**src/rtl/trap_pkg.sv**
```systemverilog
// Constants for the trap vector and priority status block
package trap_pkg;
   // APB register byte offsets
   localparam logic [7:0] ADDR_STATUS_FLAGS = 8'h00;
   localparam logic [7:0] ADDR_CORE_CTRL    = 8'h04;
   localparam logic [7:0] ADDR_INT_CTRL_ONE = 8'h08;
   localparam logic [7:0] ADDR_ALT_BASE     = 8'h0C;
   localparam logic [7:0] ADDR_TRAP_STATUS  = 8'h10;
   localparam logic [7:0] ADDR_TRAP_MASK    = 8'h14;
   localparam logic [7:0] ADDR_TRAP_INFO    = 8'h18;
   // Status register field positions
   localparam int SR_DC_BIT  = 8;
   localparam int SR_IPL_LSB = 5;
   localparam int SR_RA_BIT  = 4;
   localparam logic [15:0] SR_RESET      = 16'h0000;
   localparam logic [15:0] SR_WRITE_MASK = 16'h01EF;
   // Core control: high priority bit position
   localparam int CC_IPL_HI_BIT = 3;
   localparam int IC_NEST_DIS_BIT = 15;
   // Vector tables
   localparam logic [23:0] VEC_BASE       = 24'h000004;
   localparam logic [23:0] VEC_LAST       = 24'h000012;
   localparam logic [23:0] ALT_BASE_RESET = 24'h000000;
   localparam int NUM_TRAPS = 8;
   localparam logic [7:0] TRAP_VALID = 8'h5F;
   // Trap slot numbers
   localparam logic [2:0] TRAP_OSC_FAIL = 3'h0;
   localparam logic [2:0] TRAP_ADDR_ERR = 3'h1;
   // Data window page that aliases base memory
   localparam logic [7:0] EDS_PAGE_ZERO = 8'h00;
   localparam logic [3:0] TRAP_LEVEL = 4'hF;
   typedef enum logic [2:0] {
      ST_IDLE  = 3'b001,
      ST_FETCH = 3'b010,
      ST_DONE  = 3'b100
   } trap_state_e;
endpackage

```
**src/rtl/trap_priority_enc.sv**
```systemverilog
// Lowest-numbered pending trap selector
`timescale 1ns/1ps
`default_nettype none
module trap_priority_enc (
   input  wire logic [7:0] i_req,
   output logic            o_any,
   output logic [2:0]      o_slot
);
   always_comb begin
      o_any  = 1'b0;
      o_slot = 3'h0;
      for (int k = 7; k >= 0; k--) begin
         if (i_req[k]) begin
            o_any  = 1'b1;
            o_slot = 3'(k);
         end
      end
   end
endmodule // trap_priority_enc
`default_nettype wire

```
**src/rtl/trap_vector_addr.sv**
```systemverilog
// Vector address from slot and table selection
`timescale 1ns/1ps
`default_nettype none
module trap_vector_addr (
   input  wire logic [2:0]  i_slot,
   input  wire logic        i_use_alt,
   input  wire logic [23:0] i_alt_base,
   output logic [23:0]      o_addr
);
   logic [23:0] base;
   always_comb begin
      base   = i_use_alt ? i_alt_base : 24'h000000;
      // Two-byte word slots from the table start
      o_addr = base + trap_pkg::VEC_BASE + {20'h00000, i_slot, 1'b0};
   end
endmodule // trap_vector_addr
`default_nettype wire

```
**src/rtl/trap_vector_priority_status.sv**
```systemverilog
// Trap vectoring, priority level and status register with APB access
//
// The register addresses and the APB register port were chosen for this implementation.
`timescale 1ns/1ps
`default_nettype none
module trap_vector_priority_status (
   input  wire logic        i_sys_clk,
   input  wire logic        i_rst_b,
   // APB slave
   input  wire logic        i_psel,
   input  wire logic        i_penable,
   input  wire logic        i_pwrite,
   input  wire logic [7:0]  i_paddr,
   input  wire logic [31:0] i_pwdata,
   input  wire logic [3:0]  i_pstrb,
   output logic [31:0]      o_prdata,
   output logic             o_pready,
   output logic             o_pslverr,
   // Core side
   input  wire logic [7:0]  i_trap_req,
   input  wire logic        i_eds_access,
   input  wire logic [7:0]  i_eds_page,
   input  wire logic        i_use_alt_table,
   input  wire logic        i_trap_ack,
   input  wire logic        i_flags_we,
   input  wire logic [4:0]  i_flags,
   input  wire logic        i_repeat_active,
   input  wire logic        i_user_irq_req,
   input  wire logic [3:0]  i_user_irq_level,
   output logic             o_trap_take,
   output logic [23:0]      o_vector_addr,
   output logic [2:0]       o_trap_slot,
   output logic [3:0]       o_cpu_level,
   output logic             o_user_irq_take,
   output logic             o_irq
);
   trap_pkg::trap_state_e state;
   logic [15:0] cpu_status_flags;
   logic [15:0] core_control_reg;
   logic [15:0] interrupt_control_one;
   logic [23:0] alt_table_base;
   logic [7:0]  trap_status;
   logic [7:0]  trap_mask;
   logic [7:0]  pending;
   logic [2:0]  cur_slot;
   logic        cur_alt;
   logic [2:0]  saved_ipl;
   logic        in_trap;
   logic [7:0]  trap_events;
   logic        enc_any;
   logic [2:0]  enc_slot;
   logic [23:0] vec_addr;
   logic        wr_en;
   logic        rd_en;
   logic        addr_ok;
   logic [2:0]  cpu_priority_field;
   logic        priority_high_bit;
   logic        nesting_disable;
   logic [3:0]  level;
   logic [31:0] next_rdata;
   logic        setup_phase;
   logic        accept;
   logic [7:0]  take_clear;
   logic        user_ok;

   assign cpu_priority_field = cpu_status_flags[trap_pkg::SR_IPL_LSB +: 3];
   assign priority_high_bit  = core_control_reg[trap_pkg::CC_IPL_HI_BIT];
   assign nesting_disable    = interrupt_control_one[trap_pkg::IC_NEST_DIS_BIT];
   // Trap in service pins the level to the top
   assign level = in_trap ? trap_pkg::TRAP_LEVEL
                          : {priority_high_bit, cpu_priority_field};

   // Page zero aliases base memory, so it is refused
   always_comb begin
      trap_events = i_trap_req & trap_pkg::TRAP_VALID;
      if (i_eds_access && i_eds_page == trap_pkg::EDS_PAGE_ZERO) begin
         trap_events[trap_pkg::TRAP_ADDR_ERR] = 1'b1;
      end
   end

   trap_priority_enc u_enc (
      .i_req  (pending),
      .o_any  (enc_any),
      .o_slot (enc_slot)
   );

   trap_vector_addr u_vec (
      .i_slot     (cur_slot),
      .i_use_alt  (cur_alt),
      .i_alt_base (alt_table_base),
      .o_addr     (vec_addr)
   );

   assign setup_phase = i_psel && !i_penable;
   assign wr_en       = i_psel && i_penable && i_pwrite;
   assign rd_en       = setup_phase && !i_pwrite;

   // Unmapped offsets answer with an error and change nothing
   always_comb begin
      addr_ok = 1'b0;
      case (i_paddr)
         trap_pkg::ADDR_STATUS_FLAGS,
         trap_pkg::ADDR_CORE_CTRL,
         trap_pkg::ADDR_INT_CTRL_ONE,
         trap_pkg::ADDR_ALT_BASE,
         trap_pkg::ADDR_TRAP_STATUS,
         trap_pkg::ADDR_TRAP_MASK,
         trap_pkg::ADDR_TRAP_INFO: begin
            addr_ok = 1'b1;
         end
         default: begin
            addr_ok = 1'b0;
         end
      endcase
   end

   // The taken slot leaves the pending set as it is accepted
   assign accept     = (state == trap_pkg::ST_IDLE) && enc_any;
   assign take_clear = accept ? (8'h01 << enc_slot) : 8'h00;

   // Pending traps: set wins over the taking clear
   always_ff @(posedge i_sys_clk) begin
      if (!i_rst_b) begin
         pending <= 8'h00;
      end else begin
         pending <= (pending & ~take_clear) | trap_events;
      end
   end

   // Trap sequencer
   always_ff @(posedge i_sys_clk) begin
      if (!i_rst_b) begin
         state         <= trap_pkg::ST_IDLE;
         cur_slot      <= 3'h0;
         cur_alt       <= 1'b0;
         in_trap       <= 1'b0;
         o_trap_take   <= 1'b0;
         o_vector_addr <= 24'h000000;
         o_trap_slot   <= 3'h0;
      end else begin
         o_trap_take <= 1'b0;
         case (state)
            trap_pkg::ST_IDLE: begin
               if (enc_any) begin
                  cur_slot <= enc_slot;
                  cur_alt  <= i_use_alt_table;
                  in_trap  <= 1'b1;
                  state    <= trap_pkg::ST_FETCH;
               end
            end
            trap_pkg::ST_FETCH: begin
               o_vector_addr <= vec_addr;
               o_trap_slot   <= cur_slot;
               o_trap_take   <= 1'b1;
               state         <= trap_pkg::ST_DONE;
            end
            trap_pkg::ST_DONE: begin
               // Level stays raised until the handler returns
               if (i_trap_ack) begin
                  in_trap <= 1'b0;
                  state   <= trap_pkg::ST_IDLE;
               end
            end
            default: begin
               state <= trap_pkg::ST_IDLE;
            end
         endcase
      end
   end

   // Status register: software and core updates
   always_ff @(posedge i_sys_clk) begin
      if (!i_rst_b) begin
         cpu_status_flags <= trap_pkg::SR_RESET;
         saved_ipl        <= 3'h0;
      end else begin
         cpu_status_flags[trap_pkg::SR_RA_BIT] <= i_repeat_active;
         if (i_flags_we) begin
            cpu_status_flags[trap_pkg::SR_DC_BIT] <= i_flags[4];
            cpu_status_flags[3:0]                 <= i_flags[3:0];
         end
         if (wr_en && i_paddr == trap_pkg::ADDR_STATUS_FLAGS) begin
            if (i_pstrb[0]) begin
               cpu_status_flags[3:0] <= i_pwdata[3:0];
               if (!nesting_disable) begin
                  cpu_status_flags[7:5] <= i_pwdata[7:5];
               end
            end
            if (i_pstrb[1]) begin
               cpu_status_flags[trap_pkg::SR_DC_BIT] <= i_pwdata[8];
            end
         end
         if (accept) begin
            saved_ipl <= cpu_priority_field;
         end
      end
   end

   // Control registers
   always_ff @(posedge i_sys_clk) begin
      if (!i_rst_b) begin
         core_control_reg      <= 16'h0000;
         interrupt_control_one <= 16'h0000;
         alt_table_base        <= trap_pkg::ALT_BASE_RESET;
         trap_mask             <= 8'h00;
      end else if (wr_en) begin
         case (i_paddr)
            trap_pkg::ADDR_CORE_CTRL: begin
               if (i_pstrb[0]) core_control_reg[7:0] <= i_pwdata[7:0];
               if (i_pstrb[1]) core_control_reg[15:8] <= i_pwdata[15:8];
            end
            trap_pkg::ADDR_INT_CTRL_ONE: begin
               if (i_pstrb[0]) interrupt_control_one[7:0] <= i_pwdata[7:0];
               if (i_pstrb[1]) interrupt_control_one[15:8] <= i_pwdata[15:8];
            end
            trap_pkg::ADDR_ALT_BASE: begin
               if (i_pstrb[0]) alt_table_base[7:0] <= i_pwdata[7:0];
               if (i_pstrb[1]) alt_table_base[15:8] <= i_pwdata[15:8];
               if (i_pstrb[2]) alt_table_base[23:16] <= i_pwdata[23:16];
            end
            trap_pkg::ADDR_TRAP_MASK: begin
               if (i_pstrb[0]) trap_mask <= i_pwdata[7:0];
            end
            default: begin
            end
         endcase
      end
   end

   // Sticky trap status, write one to clear, new event wins
   always_ff @(posedge i_sys_clk) begin
      if (!i_rst_b) begin
         trap_status <= 8'h00;
      end else begin
         if (wr_en && i_paddr == trap_pkg::ADDR_TRAP_STATUS && i_pstrb[0]) begin
            trap_status <= (trap_status & ~i_pwdata[7:0]) | trap_events;
         end else begin
            trap_status <= trap_status | trap_events;
         end
      end
   end

   always_ff @(posedge i_sys_clk) begin
      if (!i_rst_b) begin
         o_irq <= 1'b0;
      end else begin
         o_irq <= |(trap_status & trap_mask);
      end
   end

   // The high bit and a trap in service both shut out user requests
   assign user_ok = i_user_irq_req && !priority_high_bit && !in_trap &&
                    (i_user_irq_level > level);

   // Level and user interrupt gating
   always_ff @(posedge i_sys_clk) begin
      if (!i_rst_b) begin
         o_cpu_level     <= 4'h0;
         o_user_irq_take <= 1'b0;
      end else begin
         o_cpu_level     <= level;
         o_user_irq_take <= user_ok;
      end
   end

   // Read data latched in setup, returned with no wait state
   always_comb begin
      next_rdata = 32'h00000000;
      case (i_paddr)
         trap_pkg::ADDR_STATUS_FLAGS: next_rdata = {16'h0000, cpu_status_flags};
         trap_pkg::ADDR_CORE_CTRL:    next_rdata = {16'h0000, core_control_reg};
         trap_pkg::ADDR_INT_CTRL_ONE: next_rdata = {16'h0000, interrupt_control_one};
         trap_pkg::ADDR_ALT_BASE:     next_rdata = {8'h00, alt_table_base};
         trap_pkg::ADDR_TRAP_STATUS:  next_rdata = {24'h000000, trap_status};
         trap_pkg::ADDR_TRAP_MASK:    next_rdata = {24'h000000, trap_mask};
         trap_pkg::ADDR_TRAP_INFO:    next_rdata = {20'h00000, in_trap, saved_ipl,
                                                    level, 1'b0, cur_slot};
         default:                     next_rdata = 32'h00000000;
      endcase
   end

   always_ff @(posedge i_sys_clk) begin
      if (!i_rst_b) begin
         o_prdata  <= 32'h00000000;
         o_pready  <= 1'b0;
         o_pslverr <= 1'b0;
      end else begin
         if (rd_en) begin
            o_prdata <= next_rdata;
         end
         o_pready  <= setup_phase;
         o_pslverr <= setup_phase && !addr_ok;
      end
   end
endmodule // trap_vector_priority_status
`default_nettype wire

```
**config.mk**
```make
export PLATFORM = sky130hd
export DESIGN_NAME = trap_vector_priority_status
export DESIGN_NICKNAME = d
export VERILOG_FILES = /design/src/rtl/trap_pkg.sv /design/src/rtl/trap_priority_enc.sv /design/src/rtl/trap_vector_addr.sv /design/src/rtl/trap_vector_priority_status.sv
export SDC_FILE = /design/constraint.sdc
export NUM_CORES = 1
export LEC_CHECK = 0
export BUFFER_PORTS_ARGS = -buffer_cell sky130_fd_sc_hd__buf_2
export CAP_MARGIN = 20
export CELL_PAD_IN_SITES_DETAIL_PLACEMENT = 1
export CELL_PAD_IN_SITES_GLOBAL_PLACEMENT = 1
export CORE_MARGIN = 4
export CORE_UTILIZATION = 37
export DETAILED_ROUTE_END_ITERATION = 16
export PLACE_DENSITY_LB_ADDON = 0.1
export SYNTH_ARGS = -nofsm -noshare
export SYNTH_HDL_FRONTEND = slang
export SYNTH_SLANG_ARGS = --single-unit
export TNS_END_PERCENT = 10
```
**constraint.sdc**
```tcl
create_clock -name i_sys_clk -period 2.7 [get_ports i_sys_clk]
set_input_delay 0.135 -clock i_sys_clk [delete_from_list [all_inputs] [get_ports i_sys_clk]]
set_output_delay 0.135 -clock i_sys_clk [all_outputs]
set_load 0.005 [all_outputs]
```
# Word level (Yosys, flattened, before mapping)

Cells that the tools add are included.

Add/sub/neg operators: 2
Magnitude comparators: 1
Eq/ne operators: 11
Shift-type cells: 1
Mux-type cells: 38
Bitwise logic cells: 9
Reductions and logical operators: 35

Operator list:

| operator                                                              | number |
|---|---|
| 24-bit case mux with 7 select lines                                   | 1 |
| 3-bit 2-to-1 mux                                                      | 12 |
| 3-bit AND reduction                                                   | 10 |
| 24-bit by 3-bit adder with 24-bit output, second input constant       | 1 |
| 24-bit by 4-bit adder with 24-bit output                              | 1 |
| 8-bit bitwise AND                                                     | 3 |
| 8-bit by 5-bit equality test with 1-bit output, second input constant | 3 |
| 24-bit 2-to-1 mux                                                     | 1 |
| 8-bit by 7-bit OR with 8-bit output                                   | 3 |
| 4-bit 2-to-1 mux                                                      | 5 |
| 8-bit by 4-bit equality test with 1-bit output, second input constant | 2 |
| 8-bit logical NOT                                                     | 2 |
| 8-bit 2-to-1 mux                                                      | 2 |
| 8-bit inverter                                                        | 2 |
| 1-bit 2-to-1 mux                                                      | 15 |
| 1-bit logical AND                                                     | 13 |
| 3-bit case mux with 3 select lines                                    | 1 |
| 8-bit by 3-bit equality test with 1-bit output, second input constant | 1 |
| 8-bit OR reduction                                                    | 1 |
| 1-bit by 3-bit << shifter with 8-bit output, first input constant     | 1 |
| 7-bit OR reduction                                                    | 1 |
| 1-bit logical NOT                                                     | 5 |
| 4-bit greater-than comparator                                         | 1 |
| 2-bit != test, second input constant                                  | 2 |
| 7 further kinds                                                       | 8 |

Register bits after elaboration: 168
Input bits: 80
Output and inout bits: 68
Word-level logic and storage cells: 123

# Longest topological paths before layout

Gate-level depths: netlist of run 1.

Depth after elaboration: 13
Depth in mapped cells: 12
Gate-level depth less buffers: 10

# Modules after synthesis

Synthesis of run 1 repeated with hierarchy kept, for this count alone.

Cell total of the unflattened synthesis: 878
Area, all modules: 7507.2 um^2

Modules (own cells, without submodules):

| module                      | instances | cells each | area an instance (um^2) | sequential area each (um^2) |
|---|---|---|---|---|
| trap_vector_priority_status | 1         | 770        | 6772.7                  | 3203.1 |
| trap_vector_addr            | 1         | 95         | 654.4                   | 0.0 |
| trap_priority_enc           | 1         | 13         | 80.1                    | 0.0 |

# Worst setup path before layout of run 1

Ideal clock, no wire load.

Path kind: reg2reg
Start: register cur_alt
End: register o_vector_addr[22]
Setup time: 0.127 ns
Arrival time: 2.420 ns
Data required time: 2.573 ns
Slack: 0.153 ns
Stages on the path, launching flop included: 13
Buffers on the path: 2
Period minus slack after synthesis: 2.547 ns
Path through: dfxtp_1 > buf_2 > clkbuf_1 > nand2_1 > ha_1 > inv_1 > ha_1 > fa_1 > a21oi_1 > nor4_2 > nand4_1 > xnor2_1 > o21ai_0

Cells in the longest elaborated chain, start to end: 3

Ends and longest elaborated chain:

| element                                  | line                               | RTL |
|---|---|---|
| start: declaration                       | trap_vector_priority_status.sv:46  | `logic cur_alt;` |
| start signal: assignment                 | trap_vector_priority_status.sv:146 | `cur_alt <= i_use_alt_table;` |
| 24-bit 2-to-1 mux                        | trap_vector_addr.sv:12             | `base = i_use_alt ? i_alt_base : 24'h000000;` |
| 24-bit by 3-bit adder with 24-bit output | trap_vector_addr.sv:14             | `o_addr = base + trap_pkg::VEC_BASE + {20'h00000, i_slot, 1'b0};` |
| 24-bit by 4-bit adder with 24-bit output | trap_vector_addr.sv:14             |  |
| end signal: assignment                   | trap_vector_priority_status.sv:152 | `o_vector_addr <= vec_addr;` |
| end: declaration                         | trap_vector_priority_status.sv:31  | `output logic [23:0] o_vector_addr,` |

No other way between the ends.
A chain may end at the register's enable or synchronous reset.

# Final worst setup path of run 1

Start: register cur_slot[1]
End: register o_vector_addr[22]

Cells in the longest elaborated chain, start to end: 1

Ends and longest elaborated chain:

| element                                  | line                               | RTL |
|---|---|---|
| start: declaration                       | trap_vector_priority_status.sv:45  | `logic [2:0] cur_slot;` |
| start signal: assignment                 | trap_vector_priority_status.sv:145 | `cur_slot <= enc_slot;` |
| 24-bit by 4-bit adder with 24-bit output | trap_vector_addr.sv:14             |  |

No other way between the ends.

==> results.json, run 1 <==
{
  "post-route-util_pct": 47.4,
  "synth-main-ff-cell": "dfxtp_1",
  "core_area_sq_um": 19000,
  "cts_setup_buffers": 0,
  "path_max_fanout": 6,
  "wl_mm": 24.2,
  "path_class": "reg2reg",
  "holdWs_ps": 10.5,
  "synth_seq_cells": 160,
  "root_buffer": "clkbuf_16",
  "drt_iter0_markers": 334,
  "min_path_type": "in2reg",
  "ys_warn_count": 0,
  "hold-path-cell-count": 3,
  "async_flop_share_pct": 0,
  "leakage_nw": 3.65,
  "maxCapViolCount": 0,
  "synth_edf_count": 0,
  "drive_gt1_share_pct": 21.8,
  "diodes": 0,
  "yosysTopAreaCell": "dfxtp_1",
  "place_congestion": 0.862,
  "crit_required_ps": 3040,
  "r2r_start": "cur_slot[1]",
  "synth_top_area_share_pct": 44.4,
  "rsz0062_at_grt": "false",
  "power.density_nw_per_um2": 619,
  "drt_first_pass_iters": 4,
  "grt_pass1_vias": 6951,
  "top_level_ports": 148,
  "row_count": 50,
  "portBuffers": 128,
  "initial_core_util_pct": 38.1,
  "synth_area_leaders": "dfxtp_1, mux2i_1, nand2_1, nor2_1, a21oi_1",
  "fp.dieW_um": 148,
  "tns_ps": 0,
  "htree_num_levels": 4,
  "min_to": "pending[6]",
  "ir_drop_v": 0.000413,
  "reg_top3": "alt_table_base: 24 flops, o_prdata: 24 flops, o_vector_addr: 24 flops",
  "slew_viol_final": 0,
  "syn_inst": 823,
  "max_slew_margin_pct": 33.6,
  "vias": 6636,
  "fin_crit_sh_pct": 90.7,
  "startpoint_type": "flip-flop",
  "ys_seq_area_share_pct": 44.4,
  "place_hpwl_mm": 17.9,
  "clock_latency_ps": 430,
  "grt_max_degree": 107,
  "r2r_end": "o_vector_addr[22]",
  "grt_pass1_wl_mm": 37.9,
  "synth_area_per_cell_sq_um": 8.77,
  "grt_overflow": 0,
  "track_usage_pct": 22.1,
  "setup_viol": 0,
  "hold_start": "i_trap_req[6]",
  "synth_cell_types": 70,
  "nNetsFinal": 1060,
  "drt-vias-per-instance": 5.34,
  "finalCriticalPeriod_ps": 2450,
  "place_inst": 1186,
  "cts_buffers": 17,
  "cts_sinks": 160,
  "die_area_sq_um": 21800,
  "fmax_mhz": 408,
  "status": "completed",
  "wire_per_inst_um": 19.5,
  "clk_pin_slew_ps": 60,
  "drc_errors": 0,
  "syn_to_final_growth_pct": 24.5,
  "worst-r2r-cell-count": 10,
  "die_y_um": 148,
  "clk_path_buf_depth": 2,
  "synthesis.area_sq_um": 7220,
  "end_kind": "flip-flop",
  "antenna_found_initial": 0,
  "hold_viol": 0,
  "cts_tree": "yes",
  "rrSetupSlack_ps": 250,
  "worst_slew_pin_slew_ps": 992,
  "fin_cells": 1242,
  "ant_nets": 0,
  "fillers": 2269,
  "layout_setup_ws_ps": 252,
  "arrival_ps": 2790,
  "dpl_worst_slack_ps": 57.6,
  "worst_clock_skew_ps": 12.7
}
## synth_stat cells (12+ instances only)
library cell  number
a21oi_1           59
a22oi_1           18
buf_2             12
buf_4             12
clkbuf_1          22
dfxtp_1          160
inv_1             14
mux2i_1           64
nand2_1          133
nand3_1           23
nor2_1            95
o21ai_0           47
xnor2_1           13
## layout by cell type (no fill, tap or decap), types with 4 or more instances in the layout
cell type / count
a211oi_1: 7
a21oi_1: 59
a22oi_1: 18
a31oi_1: 9
and2_1: 10
buf_2: 128
buf_4: 19
clkbuf_16: 17
conb_1: 8
dfxtp_1: 160
dlygate4sd3_1: 22
ha_1: 10
inv_1: 14
mux2_2: 7
mux2i_1: 64
mux4_2: 4
nand2_1: 133
nand3_1: 23
nand4_1: 10
nor2_1: 95
nor2b_1: 5
nor3_1: 6
nor4_1: 4
o21ai_0: 47
xnor2_1: 13
xor2_1: 6
## layout make-up
class	instances	area [sq um]	area share (%)
clock inverters	12	158	1.75
repair buffers	170	1030	11.5
flip-flops and latches	160	3200	35.6
multi-input cells	605	3750	41.7
inverters	15	56.3	0.626
clock buffers	20	467	5.19
well taps	260	325	3.62
## worst max-delay path by stage
stage	from	end	slack, ps	cells past startpoint
2_1_floorplan	cur_alt	o_vector_addr[22]	150	12
3_3_place_gp	cur_slot[1]	o_vector_addr[16]	180	10
3_5_place_dp	cur_slot[1]	o_vector_addr[22]	60	10
4_1_cts	cur_slot[1]	o_vector_addr[22]	60	10
5_1_grt	cur_slot[1]	o_vector_addr[16]	8	10
6_report	cur_slot[1]	o_vector_addr[22]	250	10
## where the power goes
group          total [W]  switching, W  internal (W)
registers        0.00247     0.0000527       0.00242
clock network    0.00255       0.00102       0.00153
logic           0.000540      0.000334      0.000206
## routing by layer
metal | share of wire (%) | track usage [%] | vias up | wire length, um
met1 | 42 | 26.8 | 3294 | 10200
met3 | 4.3 | 4.32 | 36 | 1030
li1 | - | - | 3166 | -
met5 | 0 | 0 | - | 0
met2 | 51 | 38.9 | 140 | 12400
met4 | 2.5 | 7.83 | 0 | 601
## kinds of logic (layout without fill, tap and decap cells)
logic type,after synthesis,after routing,share of synthesized area [%]
xor gates and xnor gates,19,19,2.30
other,1,8,0.0519
adders and majority gates,11,11,2.01
buffers and inverters,65,217,4.21
and+or+nand+nor,322,322,21.6
muxes,75,75,11.2
DFF,160,160,44.4
AOI/OAI and AO/OA,170,170,14.3
## critical path, cell delays in order, from the launching register on
cell and delay (ps):
dfxtp_1 370, inv_1 60, ha_1 290, inv_1 70
ha_1 190, fa_1 250, a21oi_1 170, nor4_4 480
nand4_1 170, xnor2_1 150, o21ai_0 160
## through the flow
| step | area (sq um) | total power [W] |
|---|---|---|
| final | 8990 | 0.00556 |
| after CTS | 8940 | 0.00561 |
| after global placement | 8100 | 0.00301 |
| after floorplan | 7250 | 0.00281 |
| after global routing | 8990 | 0.00578 |
| after detailed placement | 8100 | 0.00303 |
## repair_timing
| action | 4_1_cts | 5_1_grt |
|---|---|---|
| hold buffers | 22 | 0 |
| endpoints found under the setup margin | 0 | 5 |
| hold endpoints to repair | 34 | 0 |
| gates resized for setup | 0 | 1 |
(Power assumes the default switching activity.)
==> run 2: changes to the inputs <==
--- a/config.mk
+++ b/config.mk
@@ -11,6 +11,7 @@
 export CELL_PAD_IN_SITES_GLOBAL_PLACEMENT = 1
 export CORE_MARGIN = 4
 export CORE_UTILIZATION = 37
+export CTS_BUF_LIST = sky130_fd_sc_hd__clkbuf_16
 export DETAILED_ROUTE_END_ITERATION = 16
 export PLACE_DENSITY_LB_ADDON = 0.1
 export SYNTH_ARGS = -nofsm -noshare
==> run 2 against run 1 <==
  * Critical path depth is the same
  * Sequential share of layout area rose by 0.12 points
  * Utilization is 0.16 points lower
  * Count of clock-buffer cells in the layout decreased by 3
  * Cell count unchanged
  * First-iteration DRC count decreased by 9.6%
  * Worst setup slack gained 1.9 ps
  * Power fell by 1.7%
  * Sequential power about the same
  * Critical path type unchanged
  * Critical endpoint unchanged
  * Largest power group is now registers
  * Highest routed layer unchanged
==> results.json, run 2 (same netlist as run 1, synthesis figures left out) <==
{
  "status": "completed",
  "die_area_sq_um": 21800,
  "hold_viol": 0,
  "hold_start": "i_trap_req[6]",
  "diodes": 0,
  "reg_top3": "alt_table_base: 24 flops, o_prdata: 24 flops, o_vector_addr: 24 flops",
  "path_class": "reg2reg",
  "hold-path-cell-count": 3,
  "fmax_mhz": 409,
  "wl_mm": 24.2,
  "crit_required_ps": 3040,
  "cts_sinks": 160,
  "rrSetupSlack_ps": 250,
  "power.density_nw_per_um2": 611,
  "use_met3_pct": 4.32,
  "antenna_found_initial": 0,
  "min_path_type": "in2reg",
  "crit_path_cell_trace": "inv_1 -> ha_1 -> inv_1 -> ha_1 -> fa_1 -> a21oi_1 -> nor4_4 -> nand4_1 -> xnor2_1 -> o21ai_0",
  "arrival_ps": 2790,
  "cp_slowest_cell": "nor4_4",
  "drive_gt1_share_pct": 21.5,
  "grt_pass1_wl_mm": 37.8,
  "grt_pass1_vias": 6970,
  "ant_nets": 0,
  "clk_pin_slew_ps": 60,
  "crit_path_max_incr_delay_ps": 480,
  "initial_core_util_pct": 38.1,
  "fin_crit_sh_pct": 90.6,
  "layout_common_cells": "dfxtp_1, nand2_1, buf_2",
  "met2_usage_pct": 39.0,
  "worst-r2r-cell-count": 10,
  "clk_path_buf_depth": 2,
  "holdWs_ps": 9.53,
  "setup_viol": 0,
  "clock_latency_ps": 430,
  "vias": 6650,
  "slew_viol_final": 0,
  "busiest_layer": "met2",
  "htree_num_levels": 4,
  "place_congestion": 0.862,
  "fin_cells": 1242,
  "end_kind": "flip-flop",
  "maxCapViolCount": 0,
  "critical_path.top_delay_family": "adder cells",
  "leakage_nw": 3.63,
  "place_inst": 1186,
  "r2r_end": "o_vector_addr[22]",
  "syn_to_final_growth_pct": 24.1,
  "worst_clock_skew_ps": 12.9,
  "drc_errors": 0,
  "finalCriticalPeriod_ps": 2450,
  "drt_first_pass_iters": 5,
  "portBuffers": 128,
  "row_count": 50,
  "cts_setup_buffers": 0,
  "r2r_start": "cur_slot[1]",
  "grt_overflow": 0,
  "grt_use_met1_pct": 26.6,
  "fillers": 2270,
  "min_to": "pending[6]",
  "grt_max_degree": 107,
  "nNetsFinal": 1060,
  "top_level_ports": 148,
  "path_max_fanout": 6,
  "layout_commonest_cell": "dfxtp_1",
  "cts_buffers": 17,
  "worst_slew_pin_slew_ps": 1010,
  "place_hpwl_mm": 17.9,
  "ir_drop_v": 0.000410,
  "drt-vias-per-instance": 5.35,
  "startpoint": "cur_slot[1]",
  "fp.dieW_um": 148,
  "rsz0062_at_grt": "false",
  "core_area_sq_um": 19000,
  "startpoint_type": "flip-flop",
  "tns_ps": 0,
  "max_slew_margin_pct": 32.4,
  "track_usage_pct": 22.0,
  "wire_per_inst_um": 19.5,
  "drt_iter0_markers": 302,
  "cp.buffers_inverters": 2,
  "root_buffer": "clkbuf_16",
  "die_y_um": 148,
  "cts_tree": "yes"
}
-- run 2: worst reg2reg max path, cell delays in order, from the launching register on --
cell and delay (ps):
dfxtp_1 370, inv_1 60, ha_1 290, inv_1 70
ha_1 190, fa_1 250, a21oi_1 170, nor4_4 480
nand4_1 170, xnor2_1 150, o21ai_0 160
-- run 2: what timing repair did --
| item | in CTS | in global routing |
|---|---|---|
| setup endpoints to repair | 0 | 5 |
| resized for setup | 0 | 1 |
| hold buffers | 22 | 0 |
| endpoints found under the hold margin | 34 | 0 |
-- run 2: area by class of cell --
cell class	count	area [sq um]	area share (%)
clock buffers	17	425	4.75
clock inverters	15	169	1.89
inverters	15	56.3	0.628
multi-input cells	605	3750	41.8
flip-flops and latches	160	3200	35.8
well taps	260	325	3.63
repair buffers	170	1030	11.5
-- run 2: how the worst max path moves through the flow --
stage | cells past startpoint | endpoint | slack [ps]
5_1_grt | 10 | o_vector_addr[16] | 8
2_1_floorplan | 12 | o_vector_addr[22] | 150
6_report | 10 | o_vector_addr[22] | 250
4_1_cts | 10 | o_vector_addr[22] | 60
3_3_place_gp | 10 | o_vector_addr[16] | 180
3_5_place_dp | 10 | o_vector_addr[22] | 60
-- run 2: per-layer routing --
| layer | part of all wire (%) | up-vias |
|---|---|---|
| li1 | - | 3169 |
| met3 | 3.6 | 34 |
| met1 | 43 | 3317 |
| met5 | 0 | - |
| met4 | 2.5 | 0 |
| met2 | 51 | 130 |
-- run 2: per-stage QoR --
stage	setup slack [ps]	instance area [sq um]	power, W	utilization [%]
global route	8.07	8960	0.00569	47.3
detailed placement	57.6	8100	0.00303	42.7
floorplan	153	7250	0.00281	-
global placement	182	8100	0.00301	42.7
finish	254	8960	0.00547	47.3
CTS	64.1	8910	0.00553	47.0
-- run 2: where the power goes --
| group | total, W | internal (W) | switching, W |
|---|---|---|---|
| sequential | 0.00247 | 0.00242 | 0.0000525 |
| combinational | 0.000542 | 0.000206 | 0.000335 |
| clock | 0.00246 | 0.00145 | 0.00101 |
==> run 3: changes to the inputs <==
--- a/config.mk
+++ b/config.mk
@@ -9,6 +9,7 @@
 export CAP_MARGIN = 20
 export CELL_PAD_IN_SITES_DETAIL_PLACEMENT = 1
 export CELL_PAD_IN_SITES_GLOBAL_PLACEMENT = 1
+export CORE_ASPECT_RATIO = 0.6
 export CORE_MARGIN = 4
 export CORE_UTILIZATION = 37
 export CTS_BUF_LIST = sky130_fd_sc_hd__clkbuf_16
==> run 3 against run 2 <==
  * Non-clock buffer count is 5 higher
  * Design area is essentially flat
  * Clock power is 5% lower
  * Power fell by 1.8%
==> results.json, run 3 (same netlist as run 1, synthesis figures left out) <==
{
  "status": "completed",
  "clk_pin_slew_ps": 70,
  "root_buffer": "clkbuf_16",
  "drc_errors": 0,
  "place_congestion": 0.876,
  "setup_viol": 0,
  "track_usage_pct": 23.0,
  "fmax_mhz": 407,
  "core_area_sq_um": 19100,
  "power.density_nw_per_um2": 599,
  "startpoint_type": "flip-flop",
  "r2r_start": "alt_table_base[2]",
  "diodes": 0,
  "drt-vias-per-instance": 5.34,
  "endpoint": "o_vector_addr[16]",
  "dpl_worst_slack_ps": 117,
  "min_path_type": "in2reg",
  "pwr-share-comb_pct": 10.6,
  "end_kind": "flip-flop",
  "finalCriticalPeriod_ps": 2460,
  "arrival_ps": 2760,
  "rrSetupSlack_ps": 240,
  "fin_crit_sh_pct": 91.1,
  "rsz0062_at_grt": "false",
  "top_level_ports": 148,
  "slew_viol_final": 0,
  "layout_setup_ws_ps": 242,
  "fin_cells": 1252,
  "worst-r2r-cell-count": 10,
  "ir_drop_v": 0.000430,
  "place_hpwl_mm": 18.8,
  "clk_path_buf_depth": 2,
  "place_inst": 1196,
  "die_y_um": 116,
  "tns_ps": 0,
  "portBuffers": 128,
  "fillers": 2283,
  "p_seq_share_pct": 45.9,
  "crit_required_ps": 3000,
  "cts_sinks": 160,
  "reg_top3": "alt_table_base: 24 flops, o_prdata: 24 flops, o_vector_addr: 24 flops",
  "nNetsFinal": 1065,
  "initial_core_util_pct": 37.8,
  "grt_overflow": 0,
  "startpoint": "alt_table_base[2]",
  "grt_pass1_vias": 6802,
  "fp.dieW_um": 188,
  "grt_max_degree": 83,
  "wire_per_inst_um": 20.2,
  "hold_viol": 0,
  "post-route-util_pct": 47.0,
  "syn_to_final_growth_pct": 24.2,
  "path_max_fanout": 6,
  "p_sw_w": 0.00147,
  "drive_gt1_share_pct": 21.9,
  "row_count": 39,
  "antenna_found_initial": 0,
  "die_area_sq_um": 21900,
  "grt_pass1_wl_mm": 39.3,
  "clock_power_share_pct": 43.5,
  "cts_setup_buffers": 0,
  "layout_commonest_cell": "dfxtp_1",
  "max_slew_margin_pct": 29.5,
  "cts_buffers": 17,
  "path_class": "reg2reg",
  "htree_num_levels": 4,
  "swShare_pct": 27.3,
  "drt_iter0_markers": 563,
  "worst_clock_skew_ps": 10.3,
  "r2r_end": "o_vector_addr[16]",
  "layout_common_cells": "dfxtp_1, nand2_1, buf_2",
  "drt_first_pass_iters": 5,
  "p_int_w": 0.00391,
  "vias": 6681,
  "leakage_nw": 3.63,
  "clock_latency_ps": 430,
  "cts_tree": "yes",
  "ant_nets": 0,
  "worst_slew_pin_slew_ps": 1060,
  "wl_mm": 25.3,
  "maxCapViolCount": 0
}
run 3: changes by cell type in the layout (fill, tap and decap cells not counted), moves of 2 or more:
cell and change:
dlygate4sd3_1 +2, inv_6 +2, buf_4 +3, clkinv_1 -3
bufinv_16 -2
run 3: timing repair:
action | CTS | global route
hold buffers | 24 | 0
resized for setup | 0 | 1
setup endpoints to repair | 0 | 5
endpoints found under the hold margin | 38 | 0
run 3: worst min-delay path by stage:
stage                     from                  end  cells past startpoint
5_1_grt            i_pwdata[5]       trap_status[5]                      2
3_5_place_dp   i_repeat_active  cpu_status_flags[4]                      2
4_1_cts          i_trap_req[4]           pending[4]                      3
2_1_floorplan      i_pwdata[5]       trap_status[5]                      1
3_3_place_gp   i_repeat_active  cpu_status_flags[4]                      2
6_report           i_pwdata[8]  core_control_reg[8]                      3
run 3: area by class of cell:
cell class	instances	area [sq um]	area share, %
clock buffer	17	425	4.74
sequential	160	3200	35.7
tap	266	333	3.71
clock inverter	14	134	1.49
multi-input combinational	605	3750	41.8
inverter	15	56.3	0.628
timing repair buffer	175	1070	11.9
run 3: worst max-delay path: stages (launching register included):
cell and delay, ps:
dfxtp_1 430, nand2_1 80, ha_1 270, inv_1 70
ha_1 190, fa_1 240, a21oi_1 140, nor4_4 460
nand3_1 160, xnor2_1 180, o21ai_0 100
run 3: stage by stage:
step	cell area, sq um	hold slack [ps]	power (W)
after floorplan	7250	222	0.00281
after global placement	8150	351	0.00302
after detailed placement	8150	358	0.00304
after CTS	8950	0.686	0.00541
after global routing	8970	16.1	0.00559
final	8970	25.2	0.00537
run 3: power by group through the flow:
| stage | clock network, W | logic, W | registers, W |
|---|---|---|---|
| 2_1_floorplan | 0 | 0.000307 | 0.00250 |
| 3_3_place_gp | 0 | 0.000506 | 0.00252 |
| 3_5_place_dp | 0 | 0.000524 | 0.00252 |
| 4_1_cts | 0.00239 | 0.000555 | 0.00247 |
| 5_1_grt | 0.00250 | 0.000618 | 0.00247 |
| 6_report | 0.00234 | 0.000567 | 0.00247 |
run 3: layer usage:
metal  vias up  share of wire [%]  global-route usage [%]
met3        17                6.3                    5.62
li1       3173                  -                       -
met5         -                  0                       0
met1      3301                 51                    33.9
met4         0               0.90                    5.63
met2       190                 42                    34.1
